<file path="src/prs_pkg.sv">
// Constants and types shared by the power-up reset sequencer
package prs_pkg;

    // ------------------------------------------------------------------
    // Time base
    // ------------------------------------------------------------------
    localparam int CLK_MHZ          = 50;
    localparam int SETTLE_TIME_MS   = 20;
    localparam int INIT_DELAY_MS    = 26;
    localparam int QUAL_TIME_US     = 1;
    localparam int SOFT_RESET_BIT_TIME_US    = 60;
    localparam int RUN_CLR_LIMIT_US = 500;
    localparam int SETTLE_CYC       = SETTLE_TIME_MS * 1000 * CLK_MHZ;
    localparam int INIT_CYC         = INIT_DELAY_MS * 1000 * CLK_MHZ;
    localparam int QUAL_CYC         = QUAL_TIME_US * CLK_MHZ;
    localparam int SOFT_RESET_BIT_CYC        = SOFT_RESET_BIT_TIME_US * CLK_MHZ;
    localparam int RUN_CLR_CYC      = RUN_CLR_LIMIT_US * CLK_MHZ;
    localparam int TMR_W            = 21;

    // ------------------------------------------------------------------
    // Register map (byte addresses)
    // ------------------------------------------------------------------
    localparam int         ADDR_W          = 8;
    localparam logic [7:0] OFS_STATUS      = 8'h00;
    localparam logic [7:0] OFS_MASK        = 8'h04;
    localparam logic [7:0] OFS_CFG_B       = 8'h08;
    localparam logic [7:0] OFS_RUN         = 8'h0C;
    localparam logic [7:0] OFS_PEAK_CFG    = 8'h10;
    localparam logic [7:0] OFS_SEQ_STATE   = 8'h14;

    // ------------------------------------------------------------------
    // Fields and reset values
    // ------------------------------------------------------------------
    localparam int          STAT_W         = 3;
    localparam int          ST_INIT_BIT    = 0;
    localparam int          ST_BROWN_BIT   = 1;
    localparam int          ST_SHUT_BIT    = 2;
    localparam logic [2:0]  STATUS_RST     = 3'h0;
    localparam logic [2:0]  MASK_RST       = 3'h1;
    localparam int          CFGB_SOFT_RESET_BIT_BIT = 0;
    localparam int          RUN_W          = 16;
    localparam logic [15:0] RUN_RST        = 16'h0000;
    localparam logic [15:0] RUN_START      = 16'h0001;
    localparam int          PKCFG_W        = 8;
    localparam logic [7:0]  PKCFG_RST      = 8'h00;
    localparam logic [2:0]  PIN_INIT       = 3'h4;

    typedef enum logic [1:0] {
        normal_power_mode   = 2'b00,
        tamper_measure_mode = 2'b01,
        peak_detect_mode    = 2'b10,
        idle_mode           = 2'b11
    } prs_mode_t;

    typedef enum logic [2:0] {
        st_off      = 3'b000,
        st_reg_on   = 3'b001,
        st_settle   = 3'b010,
        st_osc_wait = 3'b011,
        st_ready    = 3'b100,
        st_sw_rst   = 3'b101
    } prs_state_t;

endpackage

</file>
<file path="src/prs_qual_if.sv">
// Raw and qualified pin levels between sequencer and pin qualifier
`timescale 1ns/1ps
interface prs_qual_if #(
    parameter int N = 3
);
    logic [N-1:0] raw;
    logic [N-1:0] qual;
    logic         valid;

    modport filt (input raw, output qual, output valid);
    modport user (output raw, input qual, input valid);
endinterface

</file>
<file path="src/prs_power_seq.sv">
// Power-up, brownout and reset sequencer with APB register file
//
// The placing of the registers and the APB slave port are this design's own decisions.
`timescale 1ns/1ps
module prs_power_seq #(
    parameter int SETTLE_CYC = prs_pkg::SETTLE_CYC,
    parameter int INIT_CYC   = prs_pkg::INIT_CYC
) (
    input  wire logic                          pclk,
    input  wire logic                          presetn,
    input  wire logic                          psel,
    input  wire logic                          penable,
    input  wire logic                          pwrite,
    input  wire logic [prs_pkg::ADDR_W-1:0]    paddr,
    input  wire logic [31:0]                   pwdata,
    output logic      [31:0]                   prdata,
    output logic                               pready,
    output logic                               pslverr,
    input  wire logic                          vdd_good,
    input  wire logic                          analog_regulator_out_good,
    input  wire logic                          digital_regulator_out_good,
    input  wire logic                          mode_select_pin_lo,
    input  wire logic                          mode_select_pin_hi,
    input  wire logic                          reset_pin_n,
    output logic                               analog_regulator_en,
    output logic                               digital_regulator_en,
    output logic                               xtal_osc_en,
    output logic                               dsp_logic_reset,
    output logic                               dsp_regs_clear,
    output logic                               serial_port_enable,
    output logic      [prs_pkg::PKCFG_W-1:0]   peak_detect_config_reg,
    output logic                               interrupt_out_b_n,
    output logic                               irq
);
    import prs_pkg::*;

    typedef struct packed {
        logic [2:0]         sup_s1;
        logic [2:0]         sup_s2;
        prs_state_t         st;
        logic [TMR_W-1:0]   tmr;
        logic [STAT_W-1:0]  status;
        logic [STAT_W-1:0]  mask;
        logic [RUN_W-1:0]   run;
        logic [PKCFG_W-1:0] pkcfg;
        logic               low_pwr_seen;
        logic               pready;
        logic               pslverr;
        logic [31:0]        prdata;
        logic               reg_en;
        logic               osc_en;
        logic               logic_rst;
        logic               clr_pulse;
        logic               serial_en;
        logic               irq_b_n;
        logic               irq;
    } prs_seq_state_t;

    prs_seq_state_t r;
    prs_seq_state_t n;

    prs_qual_if #(.N(3)) qif ();

    prs_pin_qual #(
        .N        (3),
        .QUAL_CYC (QUAL_CYC),
        .INIT     (PIN_INIT)
    ) u_pin_qual (
        .pclk     (pclk),
        .presetn  (presetn),
        .qif      (qif)
    );

    assign qif.raw = {reset_pin_n, mode_select_pin_hi, mode_select_pin_lo};

    // ------------------------------------------------------------------
    // Qualified conditions
    // ------------------------------------------------------------------
    prs_mode_t   mode;
    logic        rst_pin_q_n;
    logic        run_ok;
    logic        all_good;
    logic        serial_ok;
    logic        mapped;
    logic        acc;
    logic        wr;
    logic        rd_status;
    logic [31:0] rd_mux;

    always_comb begin
        mode        = prs_mode_t'(qif.qual[1:0]);
        rst_pin_q_n = qif.qual[2];
        // Low power modes and a held reset pin both drop the rails
        run_ok      = qif.valid && rst_pin_q_n
                      && !mode[1];
        all_good    = &r.sup_s2;
        serial_ok   = (r.st == st_ready) && run_ok;
        acc         = psel && penable && r.pready;
        case (paddr)
            OFS_STATUS:    begin mapped = 1'b1; rd_mux = 32'(r.status); end
            OFS_MASK:      begin mapped = 1'b1; rd_mux = 32'(r.mask);   end
            OFS_CFG_B:     begin mapped = 1'b1; rd_mux = 32'h0000_0000; end
            OFS_RUN:       begin mapped = 1'b1; rd_mux = 32'(r.run);    end
            OFS_PEAK_CFG:  begin mapped = 1'b1; rd_mux = 32'(r.pkcfg);  end
            OFS_SEQ_STATE: begin mapped = 1'b1; rd_mux = 32'(r.st);     end
            default:       begin mapped = 1'b0; rd_mux = 32'h0000_0000; end
        endcase
        wr        = acc && pwrite && serial_ok && mapped;
        rd_status = acc && !pwrite && serial_ok && (paddr == OFS_STATUS);
    end

    // ------------------------------------------------------------------
    // Sequencer and registers
    // ------------------------------------------------------------------
    logic [STAT_W-1:0] st_set;

    always_comb begin
        n        = r;
        st_set   = '0;
        n.sup_s1 = {vdd_good, analog_regulator_out_good,
                    digital_regulator_out_good};
        n.sup_s2 = r.sup_s1;

        // Counting on pclk keeps timing alive while the crystal is off
        case (r.st)
            st_off: begin
                n.st = st_reg_on;
            end
            st_reg_on: begin
                if (all_good) begin
                    n.st  = st_settle;
                    n.tmr = '0;
                end
            end
            st_settle: begin
                if (!all_good) begin
                    n.st = st_reg_on;
                end else if (r.tmr == TMR_W'(SETTLE_CYC - 1)) begin
                    n.st  = st_osc_wait;
                    n.tmr = '0;
                end else begin
                    n.tmr = r.tmr + 1'b1;
                end
            end
            st_osc_wait: begin
                if (!all_good) begin
                    n.st = st_reg_on;
                end else if (r.tmr == TMR_W'(INIT_CYC - 1)) begin
                    n.st                = st_ready;
                    st_set[ST_INIT_BIT] = 1'b1;
                end else begin
                    n.tmr = r.tmr + 1'b1;
                end
            end
            st_ready: begin
                if (!all_good) begin
                    n.st                 = st_reg_on;
                    st_set[ST_BROWN_BIT] = 1'b1;
                end else if (wr && (paddr == OFS_CFG_B)
                             && pwdata[CFGB_SOFT_RESET_BIT_BIT]) begin
                    n.st  = st_sw_rst;
                    n.tmr = '0;
                end
            end
            st_sw_rst: begin
                if (!all_good) begin
                    n.st = st_reg_on;
                end else if (r.tmr == TMR_W'(SOFT_RESET_BIT_CYC - 1)) begin
                    n.st = st_ready;
                end else begin
                    n.tmr = r.tmr + 1'b1;
                end
            end
            default: begin
                n.st = st_off;
            end
        endcase

        // Pin conditions override every step of the sequence
        if (!run_ok) begin
            if (r.st != st_off) begin
                st_set[ST_SHUT_BIT] = 1'b1;
            end
            n.st = st_off;
        end

        n.reg_en    = (n.st != st_off);
        n.osc_en    = (n.st == st_osc_wait) || (n.st == st_ready)
                      || (n.st == st_sw_rst);
        // Config ranges reload while held; waveform RAM sees no reset
        n.logic_rst = (n.st != st_ready);
        n.serial_en = (n.st == st_ready);

        // Software view resets with the logic, except status and peak config
        if (r.logic_rst) begin
            n.run  = RUN_RST;
            n.mask = MASK_RST;
        end else if (wr) begin
            case (paddr)
                OFS_MASK:     n.mask  = pwdata[STAT_W-1:0];
                OFS_RUN:      n.run   = pwdata[RUN_W-1:0];
                OFS_PEAK_CFG: n.pkcfg = pwdata[PKCFG_W-1:0];
                default:      n.run   = r.run;
            endcase
        end
        n.clr_pulse = (r.run == RUN_RST) && (n.run == RUN_START);

        n.low_pwr_seen = qif.valid && mode[1];
        if (r.low_pwr_seen && qif.valid && !mode[1]) begin
            n.pkcfg = PKCFG_RST;
        end

        // Clear only bits the read returned; a new event always wins
        n.status = (rd_status ? (r.status & ~r.prdata[STAT_W-1:0])
                              : r.status) | st_set;
        n.irq     = |(n.status & n.mask);
        n.irq_b_n = !n.status[ST_INIT_BIT];

        // One wait state; refused access answers with an error
        if (psel && penable && !r.pready) begin
            n.pready  = 1'b1;
            n.pslverr = !serial_ok || !mapped;
            n.prdata  = serial_ok ? rd_mux : 32'h0000_0000;
        end else begin
            n.pready  = 1'b0;
            n.pslverr = 1'b0;
        end
    end

    always_ff @(posedge pclk or negedge presetn) begin
        if (!presetn) begin
            r           <= '0;
            r.st        <= st_off;
            r.status    <= STATUS_RST;
            r.mask      <= MASK_RST;
            r.run       <= RUN_RST;
            r.pkcfg     <= PKCFG_RST;
            r.logic_rst <= 1'b1;
            r.irq_b_n   <= 1'b1;
        end else begin
            r <= n;
        end
    end

    // ------------------------------------------------------------------
    // Outputs
    // ------------------------------------------------------------------
    assign prdata                 = r.prdata;
    assign pready                 = r.pready;
    assign pslverr                = r.pslverr;
    assign analog_regulator_en    = r.reg_en;
    assign digital_regulator_en   = r.reg_en;
    assign xtal_osc_en            = r.osc_en;
    assign dsp_logic_reset        = r.logic_rst;
    assign dsp_regs_clear         = r.clr_pulse;
    assign serial_port_enable     = r.serial_en;
    assign peak_detect_config_reg = r.pkcfg;
    assign interrupt_out_b_n      = r.irq_b_n;
    assign irq                    = r.irq;
endmodule // prs_power_seq

</file>
<file path="src/prs_pin_qual.sv">
// Two-flop synchroniser and hold-time filter for the control pins
`timescale 1ns/1ps
module prs_pin_qual #(
    parameter int             N        = 3,
    parameter int             QUAL_CYC = prs_pkg::QUAL_CYC,
    parameter logic [N-1:0]   INIT     = prs_pkg::PIN_INIT
) (
    input wire logic pclk,
    input wire logic presetn,
    prs_qual_if.filt qif
);
    import prs_pkg::*;

    localparam int CW = $clog2(QUAL_CYC + 1);

    typedef struct packed {
        logic [N-1:0]  sync1;
        logic [N-1:0]  sync2;
        logic [N-1:0]  last;
        logic [N-1:0]  qual;
        logic          valid;
        logic [CW-1:0] cnt;
    } prs_pq_state_t;

    prs_pq_state_t r;
    prs_pq_state_t n;

    // ------------------------------------------------------------------
    // Filter
    // ------------------------------------------------------------------
    always_comb begin
        n       = r;
        n.sync1 = qif.raw;
        n.sync2 = r.sync1;
        n.last  = r.sync2;
        // Any wiggle restarts the hold window, so short glitches vanish
        if (r.sync2 != r.last) begin
            n.cnt = '0;
        end else if (r.valid && (r.sync2 == r.qual)) begin
            n.cnt = '0;
        end else if (r.cnt == CW'(QUAL_CYC - 1)) begin
            n.qual  = r.sync2;
            n.valid = 1'b1;
            n.cnt   = '0;
        end else begin
            n.cnt = r.cnt + 1'b1;
        end
    end

    always_ff @(posedge pclk or negedge presetn) begin
        if (!presetn) begin
            r <= '{sync1: INIT, sync2: INIT, last: INIT, qual: INIT,
                   valid: 1'b0, cnt: '0};
        end else begin
            r <= n;
        end
    end

    assign qif.qual  = r.qual;
    assign qif.valid = r.valid;
endmodule // prs_pin_qual

</file>
<file path="config.mk">
export PLATFORM = sky130hd
export DESIGN_NAME = prs_power_seq
export DESIGN_NICKNAME = d
export VERILOG_FILES = /design/src/prs_pkg.sv /design/src/prs_qual_if.sv /design/src/prs_power_seq.sv /design/src/prs_pin_qual.sv
export SDC_FILE = /design/constraint.sdc
export NUM_CORES = 1
export LEC_CHECK = 0
export BUFFER_PORTS_ARGS = -buffer_cell sky130_fd_sc_hd__clkbuf_2
export CORE_ASPECT_RATIO = 1.4
export CORE_MARGIN = 2
export CORE_UTILIZATION = 50
export CTS_CLUSTER_SIZE = 40
export DETAILED_ROUTE_END_ITERATION = 16
export PLACE_DENSITY_LB_ADDON = 0.25
export SLEW_MARGIN = 20
export SYNTH_ARGS = -nofsm -noshare
export SYNTH_HDL_FRONTEND = slang
export SYNTH_SLANG_ARGS = --single-unit
</file>
<file path="constraint.sdc">
create_clock -name pclk -period 7.2 [get_ports pclk]
set_clock_uncertainty 0.2 [all_clocks]
set_input_delay 0.72 -clock pclk [delete_from_list [all_inputs] [get_ports pclk]]
set_output_delay 0.72 -clock pclk [all_outputs]
set_load 0.01 [all_outputs]
</file>
After elaboration in Yosys (flattened, before gate mapping) --
Index checks and enable logic that the tools add are counted.
Storage, ports and cells: register bits 121, input port bits 51, output and inout port bits 50
Operators by class: add/sub/neg operators 2, eq/ne operators 30, mux-type cells 41, bitwise gates (word level) 6, reductions and logical operators 42
Operators with widths (number):
- 21-bit two-way mux | 7
- 21-bit one-hot mux with 5 select lines | 1
- 16-bit one-hot mux with 5 select lines | 1
- 24-bit two-way mux | 2
- 32-bit two-way mux | 1
- 3-bit two-way mux | 10
- 27-bit two-way mux | 1
- 8-bit two-way mux | 3
- 21-bit by 1-bit adder with 21-bit output, second input constant | 1
- 21-bit by 12-bit == test with 1-bit output, second input constant | 1
- 21-bit by 20-bit == test with 1-bit output, second input constant | 1
- 21-bit == test, second input constant | 1
- 1-bit logical AND | 19
- 19-bit two-way mux | 1
- 6-bit two-way mux | 3
- 3-bit one-hot mux with 6 select lines | 1
- 16-bit by 1-bit == test with 1-bit output, second input constant | 1
- 8-bit by 4-bit == test with 1-bit output, second input constant | 2
- 8-bit by 5-bit == test with 1-bit output, second input constant | 2
- 16-bit logical NOT | 1
- 16-bit two-way mux | 1
- 2-bit inequality test, second input constant | 7
- 3-bit == test, second input constant | 4
- 3-bit by 2-bit == test with 1-bit output, second input constant | 3
- other kinds (25) | 46

Logic depth before layout (Yosys ltp) --
Gate-level depths: netlist of run 1.
depth after elaboration 14, mapped depth 9, gate-level depth less buffers 8

Cells and area by module --
A second synthesis of run 1 with hierarchy kept.
Unflattened totals: cell total of the unflattened synthesis 504, area total of the unflattened synthesis 5407.7 um2
By module, submodules not included:
- prs_power_seq | times used 1, cells an instance 449, area each 4652.0 um2
- prs_pin_qual | times used 1, cells an instance 55, area each 755.7 um2

Worst setup path after synthesis of run 1 --
Ideal clock, no wire load.
kind input to register, start point input port paddr[7] (netlist bit), end point register r[83] (netlist bit), library setup time 138 ps, data arrival time 2259 ps, slack 4603 ps, cell stages on the path 7, cells stage by stage or4_4 -> nor3_4 -> a21oi_2 -> a21o_1 -> buf_6 -> o311ai_1 -> o211ai_1
On the way: word-level cells in the longest chain between the ends 8, elaborated cells between the ends (all ways) 13, classes of those cells eq/ne: 6; mux: 1; reduce/logical: 6
Ends and longest elaborated chain:
- start, declared | line prs_power_seq.sv:14 | input wire logic [prs_pkg::ADDR_W-1:0] paddr,
- 8-bit by 4-bit == test with 1-bit output (tied with other cells) | line prs_power_seq.sv:99, prs_power_seq.sv:159
- 6-bit OR reduction (no source line)
- 1-bit two-way mux | line prs_power_seq.sv:99 | case (paddr)
- 1-bit logical AND | line prs_power_seq.sv:108 | wr = acc && pwrite && serial_ok && mapped;
- 1-bit logical AND (*) | line prs_power_seq.sv:159 | end else if (wr && (paddr == OFS_CFG_B)
- 1-bit logical AND (*) | line prs_power_seq.sv:160 | && pwdata[CFGB_SOFT_RESET_BIT_BIT]) begin
- 2-bit by 1-bit inequality test with 1-bit output (no source line) (*)
- 9-bit AND reduction (no source line) (*)
- end signal, assigned | line prs_power_seq.sv:241 | r <= n;
- end, declared | line prs_power_seq.sv:59 | prs_seq_state_t r;
Every way passes the cells marked *; elsewhere a longest branch is shown, timed or not. A chain may end at the register's enable or synchronous reset.

==> metrics.txt, run 1 <==
status=finished, final reports clean; detailed placement HPWL=around 9000 um; register name with the most flops=r; Min Clock Period, post-route=approximately 3.1 ns; Max Root-Sink Buffers=2; routed wire length=between 10000 and 15000 um; global-route wire length before repair=~20000 um; die area=roughly 0.012 sq mm; Hold Crit Class=input port to asynchronous set/reset pin; worst-margin pin slew=0.7679 ns; CTS-repair resized insts=0; reg2reg path depth=6; worst path required time=slightly above 7 ns; commonest non-fill, non-tap cell in the layout=dfrtp_1; number of max-cap violations=0; RSZ-0062 raised after global routing=no; maximum clock frequency=~0.32 GHz; RR Startpoint=u_pin_qual.qif.qual[2]; CTS Buf Count=9; Worst-Skew Late Latency=between 0.3 and 0.4 ns; # DRC=0; Sink Count=roughly 110; Syn-to-layout area delta=9.188%; count of final hold-check violations=0; crit path max-delay cell type=nand4_1; critical path, cell by cell=nand3b_1, nor4_2, nand4_1, nor4_1, o21ai_0, nor3_1; grt ovf=0; largest family of logic cells by synthesized area=simple AND/OR/NAND/NOR gates; TNS Setup=0 ns; die height=approximately 130 um; synthesized cell area=around 0.0054 sq mm; FF-to-FF End=dsp_regs_clear; CP max stage delay=0.68 ns; CTS clk-pin slew, worst paths=roughly 0.080 ns; CTS tree=yes; number of setup buffers added after CTS=0; Setup violations, final=0; Die X=91.77 um; layout cell share with drive strength beyond 1=between 20% and 30%; routed vias=about 4200; Leak Pwr=between 2 and 3 nW; DR vias/cell=5.825; reg2reg setup slack=between 4 and 5 ns; Compound-Gate Fraction of Synth Area=around 15%; Seq/Total Area, Yosys=between 40 and 50%; Cells after Synth=roughly 540; largest net degree at the start of global routing=82; dpl cell area=between 0.005 and 0.006 sq mm; Hold-fix buffers, CTS=0; Filler cells=~950; Rows=44; Final #Nets=630; Placeable Area=0.01046 sq mm; share of flip-flops with an asynchronous set or reset=100.0%; vias in the first global route=~4000; Tcrit/Tclk final=43.56%; Crit Path Max Fanout=17; register bit total from synthesis=105; post-synth top area share=a little under half; fin. max-slew vios=0; DR WL/cell=approximately 17 um; Post-synth EDFFs=0; crit path launch type=flop; most frequent cells in the layout=dfrtp_1, clkbuf_2, nand2_1; Worst VDD drop=about 0.00012 V; max reg flops=50; H-Tree Depth=3; Synth Area in Adders=0.9281%; most common flop cell mapped by yosys=dfrtp_1; Initial Util=about half; I/O Pins=~100; crit path capture type=flop; post-synthesis simple-gate area fraction=21.23%; Synth Area in XOR/XNOR=around 1.3%; Routed Antenna Nets=0; TritonRoute pass-1 iters=5; fin area=roughly 0.006 sq mm; clock root buffer=clkbuf_16; critical path arrival=3.20 ns; WS Path Type=flop to flop; 1st-iter DRT viols=around 240; max_slew headroom=approximately half; Cell Pwr Density=190.8 mW/mm^2; Yosys top cell by area=dfrtp_1; port bufs=~70; Final Wtd Congestion=just over 0.9; Ant. Diodes=0; initial antenna violation count=0; Yosys cell types=between 70 and 80; largest cells by area after synthesis=dfrtp_1, buf_4, nand2_1; syn_area_per_cell=between 10 and 15 sq um; Tot GR Track Use=a little over a fifth; Yosys warnings=0; post-synthesis mux area share=under 10%
==> cell type report <==
class | count | area, sq um | area share (%)
flip-flops and latches | 105 | 2636 | 44.77
inverters | 26 | 97.59 | 1.657
clock inverters | 7 | 72.57 | 1.232
multi-input cells | 362 | 2315 | 39.31
well taps | 138 | 172.7 | 2.932
repair buffers | 71 | 369.1 | 6.269
clock buffers | 9 | 225.2 | 3.825
==> where the power goes <==
| group | leakage, nW | internal, mW | switching [mW] |
|---|---|---|---|
| Clock | 0.143 | 0.245 | 0.236 |
| Combinational | 1.25 | 0.0128 | 0.0316 |
| Sequential | 1.36 | 0.595 | 0.00280 |
==> how the worst max path moves through the flow <==
stage | from | end | slack (ns) | cells past startpoint
after floorplan | paddr[7] | r[83] | 4.60 | 7
final | u_pin_qual.qif.qual[2] | dsp_regs_clear | 4.06 | 6
after global placement | paddr[5] | dsp_regs_clear | 3.81 | 7
after CTS | u_pin_qual.qif.qual[2] | dsp_regs_clear | 4.08 | 6
after detailed placement | paddr[5] | dsp_regs_clear | 3.83 | 7
after global routing | u_pin_qual.qif.qual[2] | dsp_regs_clear | 3.79 | 6
==> stage by stage <==
step / hold WS [ns] / util [%] / worst slack (ns) / instances / power [mW]
floorplan: 0.1312 / - / 4.603 / 554 / 0.6315
global placement: 0.1328 / 53.41 / 3.811 / 702 / 0.6535
detailed placement: 0.1347 / 53.41 / 3.834 / 702 / 0.6544
CTS: 0.06956 / 56.26 / 4.080 / 718 / 1.136
global route: 0.08652 / 56.29 / 3.793 / 718 / 1.165
finish: 0.06853 / 56.29 / 4.063 / 718 / 1.124
==> layer usage <==
layer	global-route usage (%)	vias to the layer above	wire [um]
li1	-	1956	-
met1	26.58	2030	4823
met2	37.67	170	6311
met3	2.850	26	702
met5	0	-	0
met4	8.692	0	286
==> critical path, delay by kind of cell (launching register included) <==
kind             cells  cell delay [ns]
flip-flops           1             0.55
AO/OA/AOI/OAI        1             0.16
AND/OR/NAND/NOR      5             2.15
==> cell usage after synthesis (3+ instances only) <==
library cell / n
clkbuf_1: 12
or2_2: 5
and4_1: 3
ha_1: 4
and2_1: 4
nand4_1: 14
inv_1: 26
a21oi_1: 26
nor2_1: 35
mux2i_1: 14
o22ai_1: 9
a22oi_1: 6
o21ai_0: 10
a22o_1: 14
nor4_1: 11
nand4b_1: 3
nand2_1: 56
nand2b_1: 4
dfrtp_1: 98
xnor2_1: 4
dfstp_2: 7
a211oi_1: 11
nor2b_1: 6
buf_2: 5
a222oi_1: 5
nand3_1: 21
buf_4: 42
and3_1: 7
nor3_1: 8
xor2_1: 4
nor3_2: 3
mux2_2: 6
or3_1: 6
==> cells by family after synthesis <==
kind of cell,after synthesis
AOI/OAI and AO/OA,109
xor gates and xnor gates,8
adders and majority gates,4
buffers and inverters,87
DFF,105
muxes,20
other,1
and+or+nand+nor,205
Power figures use the tool's default switching activity.
==> run 2, diff against run 1 <==
Clock period 7.2 ns to 2.96 ns, I/O delays scaled along.
==> metrics.txt, run 2 (synthesized netlist as in run 1, its figures left out) <==
status=finished, final reports clean (unchanged); 1st-iter DRT viols=191 (was 242); dpl cell area=0.005670 sq mm (was 0.005587 sq mm); Tcrit/Tclk final=90.89% (was 43.56%); fin. max-slew vios=0 (unchanged); worst path required time=3.00 ns (was 7.26 ns); Worst VDD drop=0.0003882 V (was 0.0001228 V); crit path max-delay cell type=a21o_1 (was nand4_1); Leak Pwr=2.892 nW (was 2.754 nW); TritonRoute pass-1 iters=5 (unchanged); TNS Setup=0 ns (unchanged); critical path arrival=2.73 ns (was 3.20 ns); DR vias/cell=5.717 (was 5.825); maximum clock frequency=0.3717 GHz (was 0.3188 GHz); port bufs=68 (unchanged); Cell Pwr Density=454.2 mW/mm^2 (was 190.8 mW/mm^2); CTS Buf Count=9 (unchanged); die height=126.9 um (unchanged); most frequent cells in the layout=dfrtp_1, clkbuf_2, nand2_1 (unchanged); reg2reg path depth=6 (unchanged); FF-to-FF End=r[86] (was dsp_regs_clear); Tot GR Track Use=22.22% (was 21.44%); crit path launch type=flop (unchanged); max_slew headroom=49.95% (was 48.81%); reg2reg setup slack=0.27 ns (was 4.06 ns); Critical Path End=r[86] (was dsp_regs_clear); Final #Nets=658 (was 630); grt ovf=0 (unchanged); Worst-Skew Late Latency=0.35 ns (about the same); clock root buffer=clkbuf_16 (unchanged); # DRC=0 (unchanged); crit path capture type=flop (unchanged); largest net degree at the start of global routing=71 (was 82); Min Clock Period, post-route=2.690 ns (was 3.137 ns); WS Path Type=flop to flop (unchanged); H-Tree Depth=3 (unchanged); Final Wtd Congestion=0.9368 (was 0.9139); number of setup buffers added after CTS=0 (unchanged); count of final hold-check violations=0 (unchanged); CTS tree=yes (unchanged); Setup violations, final=0 (unchanged); CTS clk-pin slew, worst paths=0.08 ns (about the same); max reg flops=50 (unchanged); CP bufs+invs=0 (unchanged); routed vias=4265 (was 4182); Critical Path Source=r[85] (was u_pin_qual.qif.qual[2]); Routed Antenna Nets=0 (unchanged); die area=0.01164 sq mm (unchanged); Filler cells=893 (was 945); Die X=91.77 um (unchanged); initial antenna violation count=0 (unchanged); register name with the most flops=r (unchanged); Sink Count=105 (unchanged); Syn-to-layout area delta=14.41% (was 9.188%); Initial Util=51.56% (unchanged); Crit Path Max Fanout=22 (was 17); layout cell share with drive strength beyond 1=22.04% (was 21.38%); WP depth=6 (unchanged); Hold Crit Class=input port to flop (was input port to asynchronous set/reset pin); Max Root-Sink Buffers=2 (unchanged); RR Startpoint=r[85] (was u_pin_qual.qif.qual[2]); critical path, cell by cell=nor4_1, nand2_1, o311ai_2, a21o_1, o41ai_1, a22o_1 (was nand3b_1, nor4_2, nand4_1, nor4_1, o21ai_0, nor3_1); worst-margin pin slew=0.7463 ns (was 0.7679 ns); DR WL/cell=16.65 um (was 16.89 um); vias in the first global route=4327 (was 4084); CP max stage delay=0.66 ns (was 0.68 ns); fin area=0.006170 sq mm (was 0.005888 sq mm); Ant. Diodes=0 (unchanged); detailed placement HPWL=8984 um (was 8778 um); I/O Pins=101 (unchanged); routed wire length=12420 um (was 12120 um); commonest non-fill, non-tap cell in the layout=dfrtp_1 (unchanged); global-route wire length before repair=20830 um (was 20020 um); number of max-cap violations=0 (unchanged); CTS-repair resized insts=0 (unchanged); Rows=44 (unchanged); RSZ-0062 raised after global routing=no (unchanged); Placeable Area=0.01046 sq mm (unchanged); family with the most delay on the worst path=compound AO/OA/AOI/OAI gates (was simple AND/OR/NAND/NOR gates)
run 2: cell types whose count changed in the layout (fill, tap and decap cells not counted), sizes merged:
cell / before / now
dlygate4sd3: 0 / 19
buf: 4 / 13
inv: 29 / 32
clkinv: 3 / 1
clkinvlp: 1 / 0
run 2: worst min-delay path by stage:
stage | start | to | slack, ns | cells after the start
final | pwdata[3] | r[53] | 0.02 | 3
after global routing | pwdata[3] | r[53] | 0.03 | 3
after CTS | pwdata[3] | r[53] | 0.009 | 3
after detailed placement | presetn | prdata[1] | 0.09 | 1
after global placement | presetn | r[67] | 0.08 | 1
after floorplan | presetn | analog_regulator_en | -0.20 | 0
run 2: layout make-up:
type	count	area [sq um]	share of cell area (%)
timing repair buffer	99	635.6	10.30
tap	138	172.7	2.799
multi-input combinational	362	2318	37.58
inverter	26	97.59	1.582
clock buffer	9	225.2	3.650
sequential	105	2636	42.73
clock inverter	7	83.83	1.359
run 2: power by group:
group	internal (mW)	switching, mW	leakage [nW]
combinational	0.0488	0.0825	1.38
clock	0.614	0.602	0.152
sequential	1.45	0.00713	1.36
total	2.11	0.692	2.89
run 2: per-layer routing:
metal	GRT usage, %	wire length (um)
met5	0	0
met4	8.692	299
met3	3.563	561
met2	39.66	6477
met1	26.75	5082
run 2: what timing repair did:
item                                    in CTS  in global routing
endpoints found under the setup margin       0                  0
hold buffers                                19                  0
hold endpoints to repair                    50                  0
run 2: worst register-to-register path, delay by kind of cell (launching register included):
kind / cells / cell delay (ns)
and+or+nand+nor: 2 / 0.53
AOI/OAI and AO/OA: 4 / 1.40
DFF: 1 / 0.46
run 2: stage by stage:
step,setup WS (ns),utilization [%],power (mW),std cells,hold slack (ns)
global placement,0.04606,54.17,1.592,711,0.08276
CTS,0.2882,58.98,2.840,746,0.008736
finish,0.2696,58.98,2.802,746,0.01858
floorplan,0.6986,-,1.536,554,-0.1996
global route,0.05666,58.98,2.907,746,0.02749
detailed placement,0.2752,54.21,1.596,711,0.09139
==> run 3, diff against run 2 <==
Settings changed: SETUP_SLACK_MARGIN set to 0.3.
==> metrics.txt, run 3 (synthesized netlist as in run 1, its figures left out) <==
status=finished, final reports clean (unchanged); H-Tree Depth=3 (unchanged); I/O Pins=101 (unchanged); layout cell share with drive strength beyond 1=22.70% (was 22.04%); Final Wtd Congestion=0.9368 (unchanged); CP bufs+invs=1 (was 0); Filler cells=883 (was 893); most frequent cells in the layout=dfrtp_1, clkbuf_2, nand2_1 (unchanged); DR vias/cell=5.773 (was 5.717); Crit Path Max Fanout=9 (was 22); critical path arrival=2.62 ns (was 2.73 ns); reg2reg setup slack=0.38 ns (was 0.27 ns); Initial Util=51.56% (unchanged); die area=0.01164 sq mm (unchanged); largest net degree at the start of global routing=71 (unchanged); worst path required time=2.99 ns (was 3.00 ns); fin. max-slew vios=0 (unchanged); hold_ws=0.01831 ns (was 0.01858 ns); Routed Antenna Nets=0 (unchanged); vias in the first global route=4327 (unchanged); routed wire length=12530 um (was 12420 um); die height=126.9 um (unchanged); initial antenna violation count=0 (unchanged); WS Path Type=flop to flop (unchanged); Max Root-Sink Buffers=2 (unchanged); Syn-to-layout area delta=15.10% (was 14.41%); max reg flops=50 (unchanged); Leak Pwr=2.896 nW (was 2.892 nW); global-route wire length before repair=20830 um (unchanged); Final #Nets=658 (unchanged); Rows=44 (unchanged); crit path max-delay cell type=or3b_4 (was a21o_1); CP max stage delay=0.45 ns (was 0.66 ns); register name with the most flops=r (unchanged); crit path capture type=flop (unchanged); port bufs=68 (unchanged); Worst VDD drop=0.0003862 V (was 0.0003882 V); Tot GR Track Use=22.22% (unchanged); commonest non-fill, non-tap cell in the layout=dfrtp_1 (unchanged); family with the most delay on the worst path=simple AND/OR/NAND/NOR gates (was compound AO/OA/AOI/OAI gates); Cell Pwr Density=451.8 mW/mm^2 (was 454.2 mW/mm^2); Min Clock Period, post-route=2.585 ns (was 2.690 ns); Worst-Skew Late Latency=0.35 ns (about the same); fin area=0.006207 sq mm (was 0.006170 sq mm); critical path, cell by cell=buf_4, or3b_4, nor4_4, nand4_2, mux2i_1, nor2_1 (was nor4_1, nand2_1, o311ai_2, a21o_1, o41ai_1, a22o_1); Setup violations, final=0 (unchanged); worst-margin pin slew=0.5059 ns (was 0.7463 ns); count of final hold-check violations=0 (unchanged); grt ovf=0 (unchanged); TritonRoute pass-1 iters=7 (was 5); CTS tree=yes (unchanged); Ant. Diodes=0 (unchanged); max_slew headroom=66.19% (was 49.95%); TNS Setup=0 ns (unchanged); detailed placement HPWL=8984 um (unchanged); CTS clk-pin slew, worst paths=0.08 ns (about the same); Die X=91.77 um (unchanged); 1st-iter DRT viols=245 (was 191); RSZ-0062 raised after global routing=yes (was no); crit path launch type=flop (unchanged); clock root buffer=clkbuf_16 (unchanged); overall power=2.804 mW (was 2.802 mW); # DRC=0 (unchanged); Hold Crit Class=input port to flop (unchanged); number of max-cap violations=0 (unchanged); Tcrit/Tclk final=87.32% (was 90.89%); DR WL/cell=16.79 um (was 16.65 um); Placeable Area=0.01046 sq mm (unchanged); Sink Count=105 (unchanged); dpl cell area=0.005670 sq mm (unchanged); CTS Buf Count=9 (unchanged); routed vias=4307 (was 4265); maximum clock frequency=0.3869 GHz (was 0.3717 GHz)
==> run 3: worst reg2reg max path, stage by stage, from the launching register on <==
cell and delay (ns):
dfrtp_1 0.44, buf_4 0.19, or3b_4 0.45, nor4_4 0.36
nand4_2 0.43, mux2i_1 0.34, nor2_1 0.06
==> run 3: routing by layer <==
layer	vias to the layer above	GRT usage, %	part of all wire, %
li1	2020	-	-
met1	2123	26.75	41
met2	142	39.66	52
met3	22	3.563	4.6
met4	0	8.692	2.4
met5	-	0	0
==> run 3: layout make-up <==
cell class | count | area [sq um] | share of cell area [%]
inverters | 26 | 97.59 | 1.572
multi-input cells | 362 | 2356 | 37.96
well taps | 138 | 172.7 | 2.782
clock buffers | 9 | 225.2 | 3.628
repair buffers | 99 | 635.6 | 10.24
clock inverters | 7 | 83.83 | 1.351
flip-flops and latches | 105 | 2636 | 42.47
==> run 3: repair_timing <==
action	CTS	global route
endpoints found under the setup margin	3	19
pin swaps	0	1
resized for setup	1	6
buffers inserted	0	0
endpoints found under the hold margin	50	0
hold buffers	19	0
==> run 3: metrics by stage <==
stage	setup WS [ns]	std cells	utilization, %
2_1_floorplan	0.6986	554	-
3_3_place_gp	0.04606	711	54.17
3_5_place_dp	0.2752	711	54.21
4_1_cts	0.3649	746	59.00
5_1_grt	0.2560	746	59.34
6_report	0.3754	746	59.34
==> run 3: final timing paths <==
kind / from / endpoint / depth (start not counted)
min reg2reg: n[97] / r[97] / 0
max: r[94] / peak_detect_config_reg[4] / 6
max reg2reg: r[94] / peak_detect_config_reg[4] / 6
max in group asynchronous: presetn / u_pin_qual.r[12] / 3
min: pwdata[3] / r[53] / 3
min in group asynchronous: presetn / prdata[1] / 2
==> run 3: report_power, final <==
group,internal [mW],switching (mW)
Sequential,1.45,0.00719
Clock,0.614,0.603
Combinational,0.0490,0.0831
